[config.mk]
export PLATFORM = sky130hd
export DESIGN_NAME = drop_seq
export DESIGN_NICKNAME = d
export VERILOG_FILES = /design/src/rtl/drop_pkg.sv /design/src/rtl/idle_timer.sv /design/src/rtl/drop_seq.sv
export VERILOG_INCLUDE_DIRS = /design/src /design/src/rtl
export SDC_FILE = /design/constraint.sdc
export NUM_CORES = 1
export LEC_CHECK = 0
export ABC_AREA = 1
export CAP_MARGIN = 25
export CORE_MARGIN = 2
export CORE_UTILIZATION = 60
export DETAILED_ROUTE_END_ITERATION = 10
export DONT_BUFFER_PORTS = 1
export PLACE_DENSITY = 0.76
export SYNTH_ARGS = -nofsm -noshare
export SYNTH_HDL_FRONTEND = slang
export SYNTH_SLANG_ARGS = --single-unit
export TNS_END_PERCENT = 50
[constraint.sdc]
create_clock -name CLK_SYS -period 9.5 [get_ports CLK_SYS]
set_clock_uncertainty 0.05 [all_clocks]
set_input_delay 0.95 -clock CLK_SYS [delete_from_list [all_inputs] [get_ports CLK_SYS]]
set_output_delay 0.95 -clock CLK_SYS [all_outputs]
set_load 0.05 [all_outputs]
[src/rtl/drop_consts.svh]
// Constants for the drop refill compensation sequencer.
// Assumes a 200 MHz system clock; included by bare name.
`ifndef DROP_CONSTS_SVH
`define DROP_CONSTS_SVH

`define CLK_MHZ 200
// One tenth of a millisecond, in microseconds
`define TENTH_MS_US 100
`define TICK_CYC (`TENTH_MS_US * `CLK_MHZ)
`define TICK_W 15
// One second in tenth-ms ticks
`define SEC_TICKS 10000
`define SEC_W 14
`define TIME_W 16
`define CNT_W 16
`define IDLE_W 16
`define IDLE_MAX 16'hffff
`define FMT_PULSE 1'h0
`define FMT_LEVEL 1'h1

`endif

[src/rtl/drop_pkg.sv]
// Types for the drop refill compensation sequencer.
// Assumes drop_consts.svh is on the include path.
`default_nettype none
`include "drop_consts.svh"
package drop_pkg;
    typedef struct packed {
        logic [`TIME_W-1:0] refill;
        logic [`TIME_W-1:0] dwell;
        logic [`TIME_W-1:0] extra_first;
        logic [`TIME_W-1:0] extra_ext;
        logic [`TIME_W-1:0] ext_timeout_s;
        logic [`CNT_W-1:0] drop_count;
        logic trigger_format_select;
    } recipe_t;

    typedef enum logic [2:0] {
        ST_IDLE = 3'h1,
        ST_REFILL = 3'h2,
        ST_DWELL = 3'h4
    } seq_state_t;
endpackage
`default_nettype wire

[src/rtl/idle_timer.sv]
// Idle-time counter in whole seconds, saturating.
// Assumes a 200 MHz clock; restart is a one-cycle pulse.
`default_nettype none
`include "drop_consts.svh"
module idle_timer (
    // Clock and reset
    input wire logic clk,
    input wire logic reset_n,
    // Control
    input wire logic restart,
    // Idle seconds
    output logic [`IDLE_W-1:0] idle_sec
);
    logic [`TICK_W-1:0] tick_ff, nxt_tick;
    logic [`SEC_W-1:0] sub_ff, nxt_sub;
    logic [`IDLE_W-1:0] sec_ff, nxt_sec;

    always_comb
    begin
        nxt_tick = tick_ff;
        nxt_sub = sub_ff;
        nxt_sec = sec_ff;
        if (restart)
        begin
            nxt_tick = '0;
            nxt_sub = '0;
            nxt_sec = '0;
        end
        else if (tick_ff == `TICK_W'(`TICK_CYC - 1))
        begin
            nxt_tick = '0;
            if (sub_ff == `SEC_W'(`SEC_TICKS - 1))
            begin
                nxt_sub = '0;
                if (sec_ff != `IDLE_MAX)
                    nxt_sec = sec_ff + `IDLE_W'(1);
            end
            else
                nxt_sub = sub_ff + `SEC_W'(1);
        end
        else
            nxt_tick = tick_ff + `TICK_W'(1);
    end

    always_ff @(posedge clk or negedge reset_n)
    begin
        if (!reset_n)
        begin
            tick_ff <= '0;
            sub_ff <= '0;
            sec_ff <= '0;
        end
        else
        begin
            tick_ff <= nxt_tick;
            sub_ff <= nxt_sub;
            sec_ff <= nxt_sec;
        end
    end

    assign idle_sec = sec_ff;
endmodule
`default_nettype wire

[src/rtl/drop_seq.sv]
// Drop sequencer: trigger to timed jet valve pulses with first-drop
// refill compensation. Assumes recipe fields stay stable while busy.
// Times count in 0.1 ms ticks of the system clock; idle time in seconds.
`default_nettype none
`include "drop_consts.svh"
// Notes on behaviour
// - Idle below timeout adds first-drop extra
// - Idle at or above timeout adds extended extra
// - Idle time counts since last dispense
// - Pulse trigger gives programmed drop count
// - Pulse mode compensates first drop only
// - Count one means always compensated
// - Level mode dispenses while trigger held
// - Times in tenth-millisecond units, refill then dwell
// - Extended timeout is whole seconds
// - Format zero pulse, one level
module drop_seq (
    // Clock and reset
    input wire logic CLK_SYS,
    input wire logic RESET_N,
    // Recipe settings
    input wire drop_pkg::recipe_t RECIPE,
    // Trigger from host or robot
    input wire logic TRIGGER,
    // Jet valve drive and status
    output logic VALVE_OPEN,
    output logic BUSY,
    output logic FIRST_DROP,
    output logic EXT_SELECTED
);
    drop_pkg::seq_state_t state_ff, nxt_state;
    logic [`TICK_W-1:0] tick_ff, nxt_tick;
    logic [`TIME_W:0] remain_ff, nxt_remain;
    logic [`CNT_W-1:0] left_ff, nxt_left;
    logic first_ff, nxt_first;
    logic ext_ff, nxt_ext;
    logic trig_ff, nxt_trig;

    logic nxt_valve;
    logic nxt_busy;
    logic nxt_first_out;
    logic nxt_ext_out;
    logic restart;
    logic [`IDLE_W-1:0] idle_sec;
    logic tick_end;
    logic use_ext;
    logic is_level;
    logic trig_rise;
    logic start_req;

    // Zero-extend a recipe time to the phase counter width
    function automatic logic [`TIME_W:0] phase_len(input logic [`TIME_W-1:0] t);
        phase_len = {1'h0, t};
    endfunction

    // First refill of a burst: base plus the extra picked by idle time.
    // One spare bit keeps the sum from wrapping at full-scale settings.
    function automatic logic [`TIME_W:0] first_len(
        input drop_pkg::recipe_t rcp,
        input logic ext
    );
        if (ext)
            first_len = phase_len(rcp.refill) + phase_len(rcp.extra_ext);
        else
            first_len = phase_len(rcp.refill) + phase_len(rcp.extra_first);
    endfunction

    // Shared end test for refill and dwell; a zero length still costs one
    // cycle so the valve edge is never lost
    function automatic logic phase_done(
        input logic [`TIME_W:0] remain,
        input logic last_tick
    );
        phase_done = (remain == '0) || (last_tick && remain == (`TIME_W+1)'(1));
    endfunction

    function automatic logic [`TICK_W-1:0] tick_step(
        input logic [`TICK_W-1:0] tick,
        input logic last_tick
    );
        tick_step = last_tick ? '0 : tick + `TICK_W'(1);
    endfunction

    // Idle seconds since the last drop ended
    idle_timer u_idle (
        .clk(CLK_SYS),
        .reset_n(RESET_N),
        .restart(restart),
        .idle_sec(idle_sec)
    );

    assign tick_end = (tick_ff == `TICK_W'(`TICK_CYC - 1));
    // Timeout is compared in whole seconds; sub-second idle reads as zero
    assign use_ext = (idle_sec >= RECIPE.ext_timeout_s);
    assign is_level = (RECIPE.trigger_format_select == `FMT_LEVEL);
    // Pulse acts on a fresh edge only; a trigger held through a burst is
    // not taken again, so the host must release it first
    assign trig_rise = TRIGGER && !trig_ff;
    assign start_req = is_level ? TRIGGER : (trig_rise && RECIPE.drop_count != '0);

    // Burst sequencer: each drop is a refill phase then a dwell phase
    always_comb
    begin
        nxt_state = state_ff;
        nxt_tick = tick_ff;
        nxt_remain = remain_ff;
        nxt_left = left_ff;
        nxt_first = first_ff;
        nxt_ext = ext_ff;
        restart = 1'h0;
        case (state_ff)
            drop_pkg::ST_IDLE:
            begin
                nxt_tick = '0;
                // Triggers while busy are not queued: only idle looks
                if (start_req)
                begin
                    nxt_state = drop_pkg::ST_REFILL;
                    nxt_first = 1'h1;
                    // Selection is frozen for the whole burst
                    nxt_ext = use_ext;
                    nxt_left = RECIPE.drop_count;
                    nxt_remain = first_len(RECIPE, use_ext);
                end
            end
            drop_pkg::ST_REFILL:
            begin
                nxt_tick = tick_step(tick_ff, tick_end);
                if (phase_done(remain_ff, tick_end))
                begin
                    nxt_state = drop_pkg::ST_DWELL;
                    nxt_tick = '0;
                    nxt_remain = phase_len(RECIPE.dwell);
                end
                else if (tick_end)
                    nxt_remain = remain_ff - (`TIME_W+1)'(1);
            end
            drop_pkg::ST_DWELL:
            begin
                nxt_tick = tick_step(tick_ff, tick_end);
                if (phase_done(remain_ff, tick_end))
                begin
                    restart = 1'h1;
                    nxt_tick = '0;
                    nxt_first = 1'h0;
                    // Later drops use base refill only
                    nxt_remain = phase_len(RECIPE.refill);
                    // Level trigger is looked at once per drop, at dwell end,
                    // so a release mid-drop still finishes that drop
                    if (is_level)
                        nxt_state = TRIGGER ? drop_pkg::ST_REFILL : drop_pkg::ST_IDLE;
                    else if (left_ff <= `CNT_W'(1))
                        nxt_state = drop_pkg::ST_IDLE;
                    else
                    begin
                        nxt_left = left_ff - `CNT_W'(1);
                        nxt_state = drop_pkg::ST_REFILL;
                    end
                end
                else if (tick_end)
                    nxt_remain = remain_ff - (`TIME_W+1)'(1);
            end
            default:
                nxt_state = drop_pkg::ST_IDLE;
        endcase
    end

    // Sequencer state registers only
    always_ff @(posedge CLK_SYS or negedge RESET_N)
    begin
        if (!RESET_N)
        begin
            state_ff <= drop_pkg::ST_IDLE;
            tick_ff <= '0;
            remain_ff <= '0;
            left_ff <= '0;
            first_ff <= 1'h0;
            ext_ff <= 1'h0;
        end
        else
        begin
            state_ff <= nxt_state;
            tick_ff <= nxt_tick;
            remain_ff <= nxt_remain;
            left_ff <= nxt_left;
            first_ff <= nxt_first;
            ext_ff <= nxt_ext;
        end
    end

    // Outputs are registered from the next state so they move with it
    always_comb
    begin
        nxt_trig = TRIGGER;
        nxt_valve = (nxt_state == drop_pkg::ST_REFILL);
        nxt_busy = (nxt_state != drop_pkg::ST_IDLE);
        nxt_first_out = nxt_first && nxt_busy;
        nxt_ext_out = nxt_ext;
    end

    // Every top-level output comes straight from one of these flops
    always_ff @(posedge CLK_SYS or negedge RESET_N)
    begin
        if (!RESET_N)
        begin
            trig_ff <= 1'h0;
            VALVE_OPEN <= 1'h0;
            BUSY <= 1'h0;
            FIRST_DROP <= 1'h0;
            EXT_SELECTED <= 1'h0;
        end
        else
        begin
            trig_ff <= nxt_trig;
            VALVE_OPEN <= nxt_valve;
            BUSY <= nxt_busy;
            FIRST_DROP <= nxt_first_out;
            EXT_SELECTED <= nxt_ext_out;
        end
    end
endmodule
`default_nettype wire

Word level (Yosys, flattened, before mapping). Index checks and enable logic that the tools add are counted.

Reductions and logical operators: 19. Equal/unequal tests: 14. Add/sub/neg operators: 8. $lt $le $gt $ge: 2. Muxes and demuxes: 36.

Operators by type and width (count): two-way mux 16 bit (8); two-way mux 17 bit (5); two-way mux 15 bit (4); one-hot mux 17 bit (3 select lines) (1); two-way mux 14 bit (3); adder 16 x 16 -> 17 bit (2); one-hot mux 16 bit (2 select lines) (1); adder 15 x 1 -> 15 bit (second input constant) (2); equality test 15 bit (second input constant) (2); one-hot mux 15 bit (2 select lines) (1); equality test 17 x 1 -> 1 bit (second input constant) (1); logical NOT 17 bit (1); subtractor 17 x 1 -> 17 bit (second input constant) (1); adder 16 x 1 -> 16 bit (second input constant) (1); >= comparator 16 bit (1); <= comparator 16 x 1 -> 1 bit (second input constant) (1); != test 16 bit (second input constant) (1); nonzero test 16 bit (1); subtractor 16 x 1 -> 16 bit (second input constant) (1); adder 14 x 1 -> 14 bit (second input constant) (1); equality test 14 bit (second input constant) (1); nonzero test 2 bit (5); two-way mux 3 bit (3); one-hot mux 3 bit (3 select lines) (1); 16 further kinds (30).

Bits of input ports: 100. Output and inout port bits: 4. Register bits after elaboration: 102. Logic and storage cells: 92.

Logic depth before layout (Yosys ltp).
Word-level depth: 8. Depth in mapped cells: 28. Mapped depth without buffers: 27.

Modules after synthesis. Synthesis repeated with hierarchy kept, for this count alone.

Cells, all modules: 1246. Area, all modules: 8328.0 µm².

By module, submodules not included: drop_seq (cells each 845, area each 5596.6 µm², times used 1); idle_timer (cells each 401, area each 2731.4 µm², times used 1).

Worst setup path after synthesis. OpenSTA, ideal clock, no wires.

Path kind: input-to-reg. Start: input RECIPE[32] (netlist name). End: register remain_ff[10]. Data arrival time: 3.693 ns. Stages: 24. Path slack: 5.631 ns. Required time: 9.324 ns. Path buffers: 1. Cells stage by stage: inv_1 ha_1 nand4_1 nor3_1 nand3_1 nand3_1 clkbuf_1 nand2_1 o21ai_0 ha_1 inv_1 fa_1 inv_1 nand2_1 a21oi_1 nand2_1 nand2_1 nand2_1 nand2_1 nand2_1 inv_1 nor2_1 o21ai_0 a21oi_1.

Word-level cells in the longest chain between the ends: 4.

Ends and longest elaborated chain: start, declared (RTL line drop_seq.sv:22) `input wire drop_pkg::recipe_t RECIPE,`; >= comparator 16 bit (RTL line drop_seq.sv:94) `assign use_ext = (idle_sec >= RECIPE.ext_timeout_s);`; two-way mux 17 bit (RTL line drop_seq.sv:62) `if (ext)`; two-way mux 17 bit (RTL line drop_seq.sv:116) `if (start_req)`; one-hot mux 17 bit (3 select lines) (RTL line drop_seq.sv:111) `case (state_ff)`; end signal, assigned (RTL line drop_seq.sv:184) `remain_ff <= nxt_remain;`; end, declared (RTL line drop_seq.sv:33) `` logic [`TIME_W:0] remain_ff, nxt_remain; ``.

Every way passes these cells. The select of a mux whose other input is x is not followed. A chain may end at the register's enable or synchronous reset.

Worst setup path in the final report.
Start: input RECIPE[32] (netlist name). End: register remain_ff[14].

Same word-level chain as after synthesis.

==> results.md <==
- Crit Reg-Reg Startpoint: u_idle.idle_sec[15]$_DFFE_PN0P_
- Top FF cell, synth: dfrtp_1
- Total grt overflow: 0
- Synth Area in XOR/XNOR: 0.05634
- Area growth from synthesis to layout: 4.617%
- Largest net degree at the start of global routing: 103
- Cell count after placement: 1386
- Cell variety after synth: 46
- Starting Density: 0.6173
- #FFs+latches synth: 102
- Number of synthesized flops with an enable pin: 0
- Port buffer count: 0
- Pwr dens: 104.8 nW/um^2
- Worst Tran Pin Value: 1.007 ns
- CP Launch Type: input port
- Share of cells above drive strength 1: 0.04078
- Clock-pin slew on the worst setup and hold paths: 0.07 ns
- Critical Path RT: 9.70 ns
- Clk buf depth: 2
- Final setup fails: 0
- Die Ht: 121.2 um
- DP HPWL: 15610 um
- Achievable Freq: 256.2 MHz
- # H-tree levels: 3
- Root Buffer: clkbuf_16
- Drt first pass iters: 6
- Adder and majority cell fraction of the synthesized area: 0.06469
- Setup Fix Bufs, Post-CTS: 0
- Filler cells: 1250
- I/O Pins: 104
- Critical path arrival: 4.10 ns
- Leak Pwr: 4.293 nW
- Resize count post-CTS: 0
- Final wirelength: 20800 um
- Register Area: 2554 sq um
- DR vias: 7887
- Die width: 121.2 um
- GRT Resource Usage Total: 0.2971
- Antenna cells: 0
- Crit-path max FO: 33
- Slew margin rel.: 0.3284
- Post-synthesis sequential area ratio: 0.3099
- Post-route insts no fill: 1402
- Maxcap violations: 0
- Fin. max-slew vios: 0
- Beginning of the critical path: RECIPE[32]
- Synthesis Warnings: 0
- Simple-gate share of the synthesized area: 0.3371
- Hold Crit Class: in -> async
- TNS Setup: 0 ns
- First-pass GRT wire length: 34840 um
- Average wire per standard cell: 14.84 um
- Num CTS Buffers: 9
- Worst Setup End Kind: register
- Compound-Gate Fraction of Synth Area: 0.1295
- Multi-input combinational cell area: 4870 sq um
- Drt first-iter violations: 629
- Gpl congestion: 0.9656
- Vias in the first global route: 7290
- Max VDD drop: 0.07251 mV
- Place WS: 4.619 ns
- CP Class: in -> reg
- DRT antenna net count: 0
- Syn nets: 1377
- Status: finished clean
- Clk_lat worst skew: 0.36 ns
- Mapped cell area: 8239 sq um
- Hold Violations, Final: 0
- Fin crit share: 0.4109
- Core footprint: 13350 sq um
- Multiplexer share of the synthesized area: 0.002582
- Drt via density: 5.626
- RSZ-0062 raised after global routing: false
- Crit path time final: 3.903 ns
- Post-layout nets: 1364
- Std-Cell Rows: 42
- Largest family of logic cells by synthesized area: simple AND/OR/NAND/NOR gates
- Async S/R FF share, synth: 1.000
- CTS tree: yes
- Drc violations: 0
- Die Footprint: 14690 sq um
- Initial antenna violation count: 0
- PnR worst setup slack: 5.597 ns
- Clock sink count: 102
- CTS Hold Bufs: 0
- Post-synthesis instance total: 1235
- Syn_area_per_cell: 6.671 sq um
[final timing paths]
kind / depth (start not counted) / to / slack, ns
worst max-delay path: 24 / remain_ff[14]$_DFFE_PN0P_ / 5.60
worst min-delay path: 0 / u_idle.idle_sec[13]$_DFFE_PN0P_ / 0.23
worst max register to register: 23 / remain_ff[14]$_DFFE_PN0P_ / 5.73
worst min register to register: 2 / left_ff[6]$_DFFE_PN0P_ / 0.43
max in group asynchronous: 0 / state_ff[0]$_DFF_PN1_ / 8.92
min in group CLK_SYS: 2 / left_ff[6]$_DFFE_PN0P_ / 0.43
[final cells by class]
cell class | count | share of cell area
Multi-Input combinational cell | 933 | 0.5650
Sequential cell | 102 | 0.2963
Inverter | 173 | 0.07563
Clock buffer | 9 | 0.02613
Tap cell | 176 | 0.02555
Clock inverter | 6 | 0.007984
Timing Repair Buffer | 3 | 0.003484
[worst max-delay path, stage by stage]
cell,delay (ns)
inv_1,0.02
ha_1,0.30
nand4_1,0.10
nor3_1,0.37
nand3_1,0.12
nand3_1,0.14
buf_8,0.20
nand2_1,0.07
o21ai_0,0.09
ha_1,0.20
inv_1,0.05
fa_1,0.35
inv_1,0.07
nand2_1,0.06
a21oi_1,0.24
nand2_1,0.08
nand2_1,0.14
nand3_1,0.12
nand3_1,0.09
nand2_1,0.06
nand2_1,0.05
nand3_1,0.07
nand2_1,0.06
nand2_1,0.06
[power breakdown]
group	total, mW	switching, mW	leakage (nW)	internal, mW
logic	0.0837	0.0524	2.81	0.0314
registers	0.437	0.00147	1.34	0.435
clock network	0.383	0.177	0.143	0.206
[routing by layer]
layer / wire length [um] / track usage / part of all wire
met5: 0 / 0 / 0
met4: 399 / 0.08405 / 0.019
met3: 1286 / 0.06062 / 0.062
met2: 9769 / 0.4884 / 0.47
met1: 9348 / 0.3983 / 0.45
[synthesized netlist by cell type (2+ instances only)]
cell type / count / share of area
a21oi_1: 47 / 0.029
a22o_1: 7 / 0.0074
a31oi_1: 5 / 0.0038
buf_2: 8 / 0.0049
buf_4: 3 / 0.0027
buf_6: 4 / 0.0055
clkbuf_1: 9 / 0.0041
dfrtp_1: 101 / 0.31
ha_1: 41 / 0.062
inv_1: 168 / 0.077
inv_2: 4 / 0.0018
nand2_1: 325 / 0.15
nand2_2: 5 / 0.0038
nand3_1: 107 / 0.065
nand3b_1: 4 / 0.0036
nand4_1: 30 / 0.023
nor2_1: 127 / 0.058
nor2_2: 6 / 0.0046
nor2_4: 2 / 0.0027
nor3_1: 22 / 0.013
nor3_2: 3 / 0.0036
nor4_1: 3 / 0.0023
o211ai_1: 11 / 0.010
o21ai_0: 91 / 0.055
o21ai_1: 18 / 0.011
o21bai_1: 2 / 0.0018
o22ai_1: 7 / 0.0053
o31ai_1: 2 / 0.0018
or2_2: 5 / 0.0038
xnor2_1: 13 / 0.014
xor2_1: 40 / 0.043
[registers in the layout (all words and copies together) (netlist names)]
register	flops
FIRST_DROP	1
left_ff	16
u_idle.idle_sec	16
trig_ff	1
tick_ff	15
u_idle.tick_ff	15
u_idle.sub_ff	14
remain_ff	17
state_ff	3
VALVE_OPEN	1
BUSY	1
EXT_SELECTED	1
first_ff	1
[logic make-up (layout without fill, tap and decap cells)]
| family | count (synthesis) | after routing |
|---|---|---|
| simple gates | 643 | 643 |
| compound gates | 193 | 193 |
| buf+inv | 200 | 191 |
| flops | 102 | 102 |
| mux | 2 | 2 |
| xor+xnor | 53 | 53 |
| fa+ha+maj | 42 | 42 |
[layout by cell type (no fill, tap or decap), types with 4 or more instances in the layout]
cell type  synthesis  routed
xnor2_1           13      13
nand2_2            5       5
clkbuf_16          0       9
ha_1              41      41
nand4_1           30      30
nand3b_1           4       4
nand3_1          107     107
a31oi_1            5       5
xor2_1            40      40
o211ai_1          11      11
nor2_2             6       6
nand2_1          325     325
o21ai_0           91      91
o21ai_1           18      18
dfrtp_1          101     101
a22o_1             7       7
nor2_1           127     127
inv_1            168     168
nor3_1            22      22
a21oi_1           47      47
or2_2              5       5
inv_2              4       4
o22ai_1            7       7
[per-stage QoR]
stage | area [sq um] | total power [mW] | hold WS [ns] | utilization
global route | 8620 | 0.9374 | 0.2192 | 0.6458
global placement | 8310 | 0.5264 | 0.4064 | 0.6226
floorplan | 8239 | 0.5104 | 0.3829 | -
finish | 8620 | 0.9031 | 0.2298 | 0.6458
CTS | 8605 | 0.9069 | 0.2224 | 0.6446
detailed placement | 8310 | 0.5274 | 0.4107 | 0.6226
Note: power is estimated with default switching activity, not from simulation.
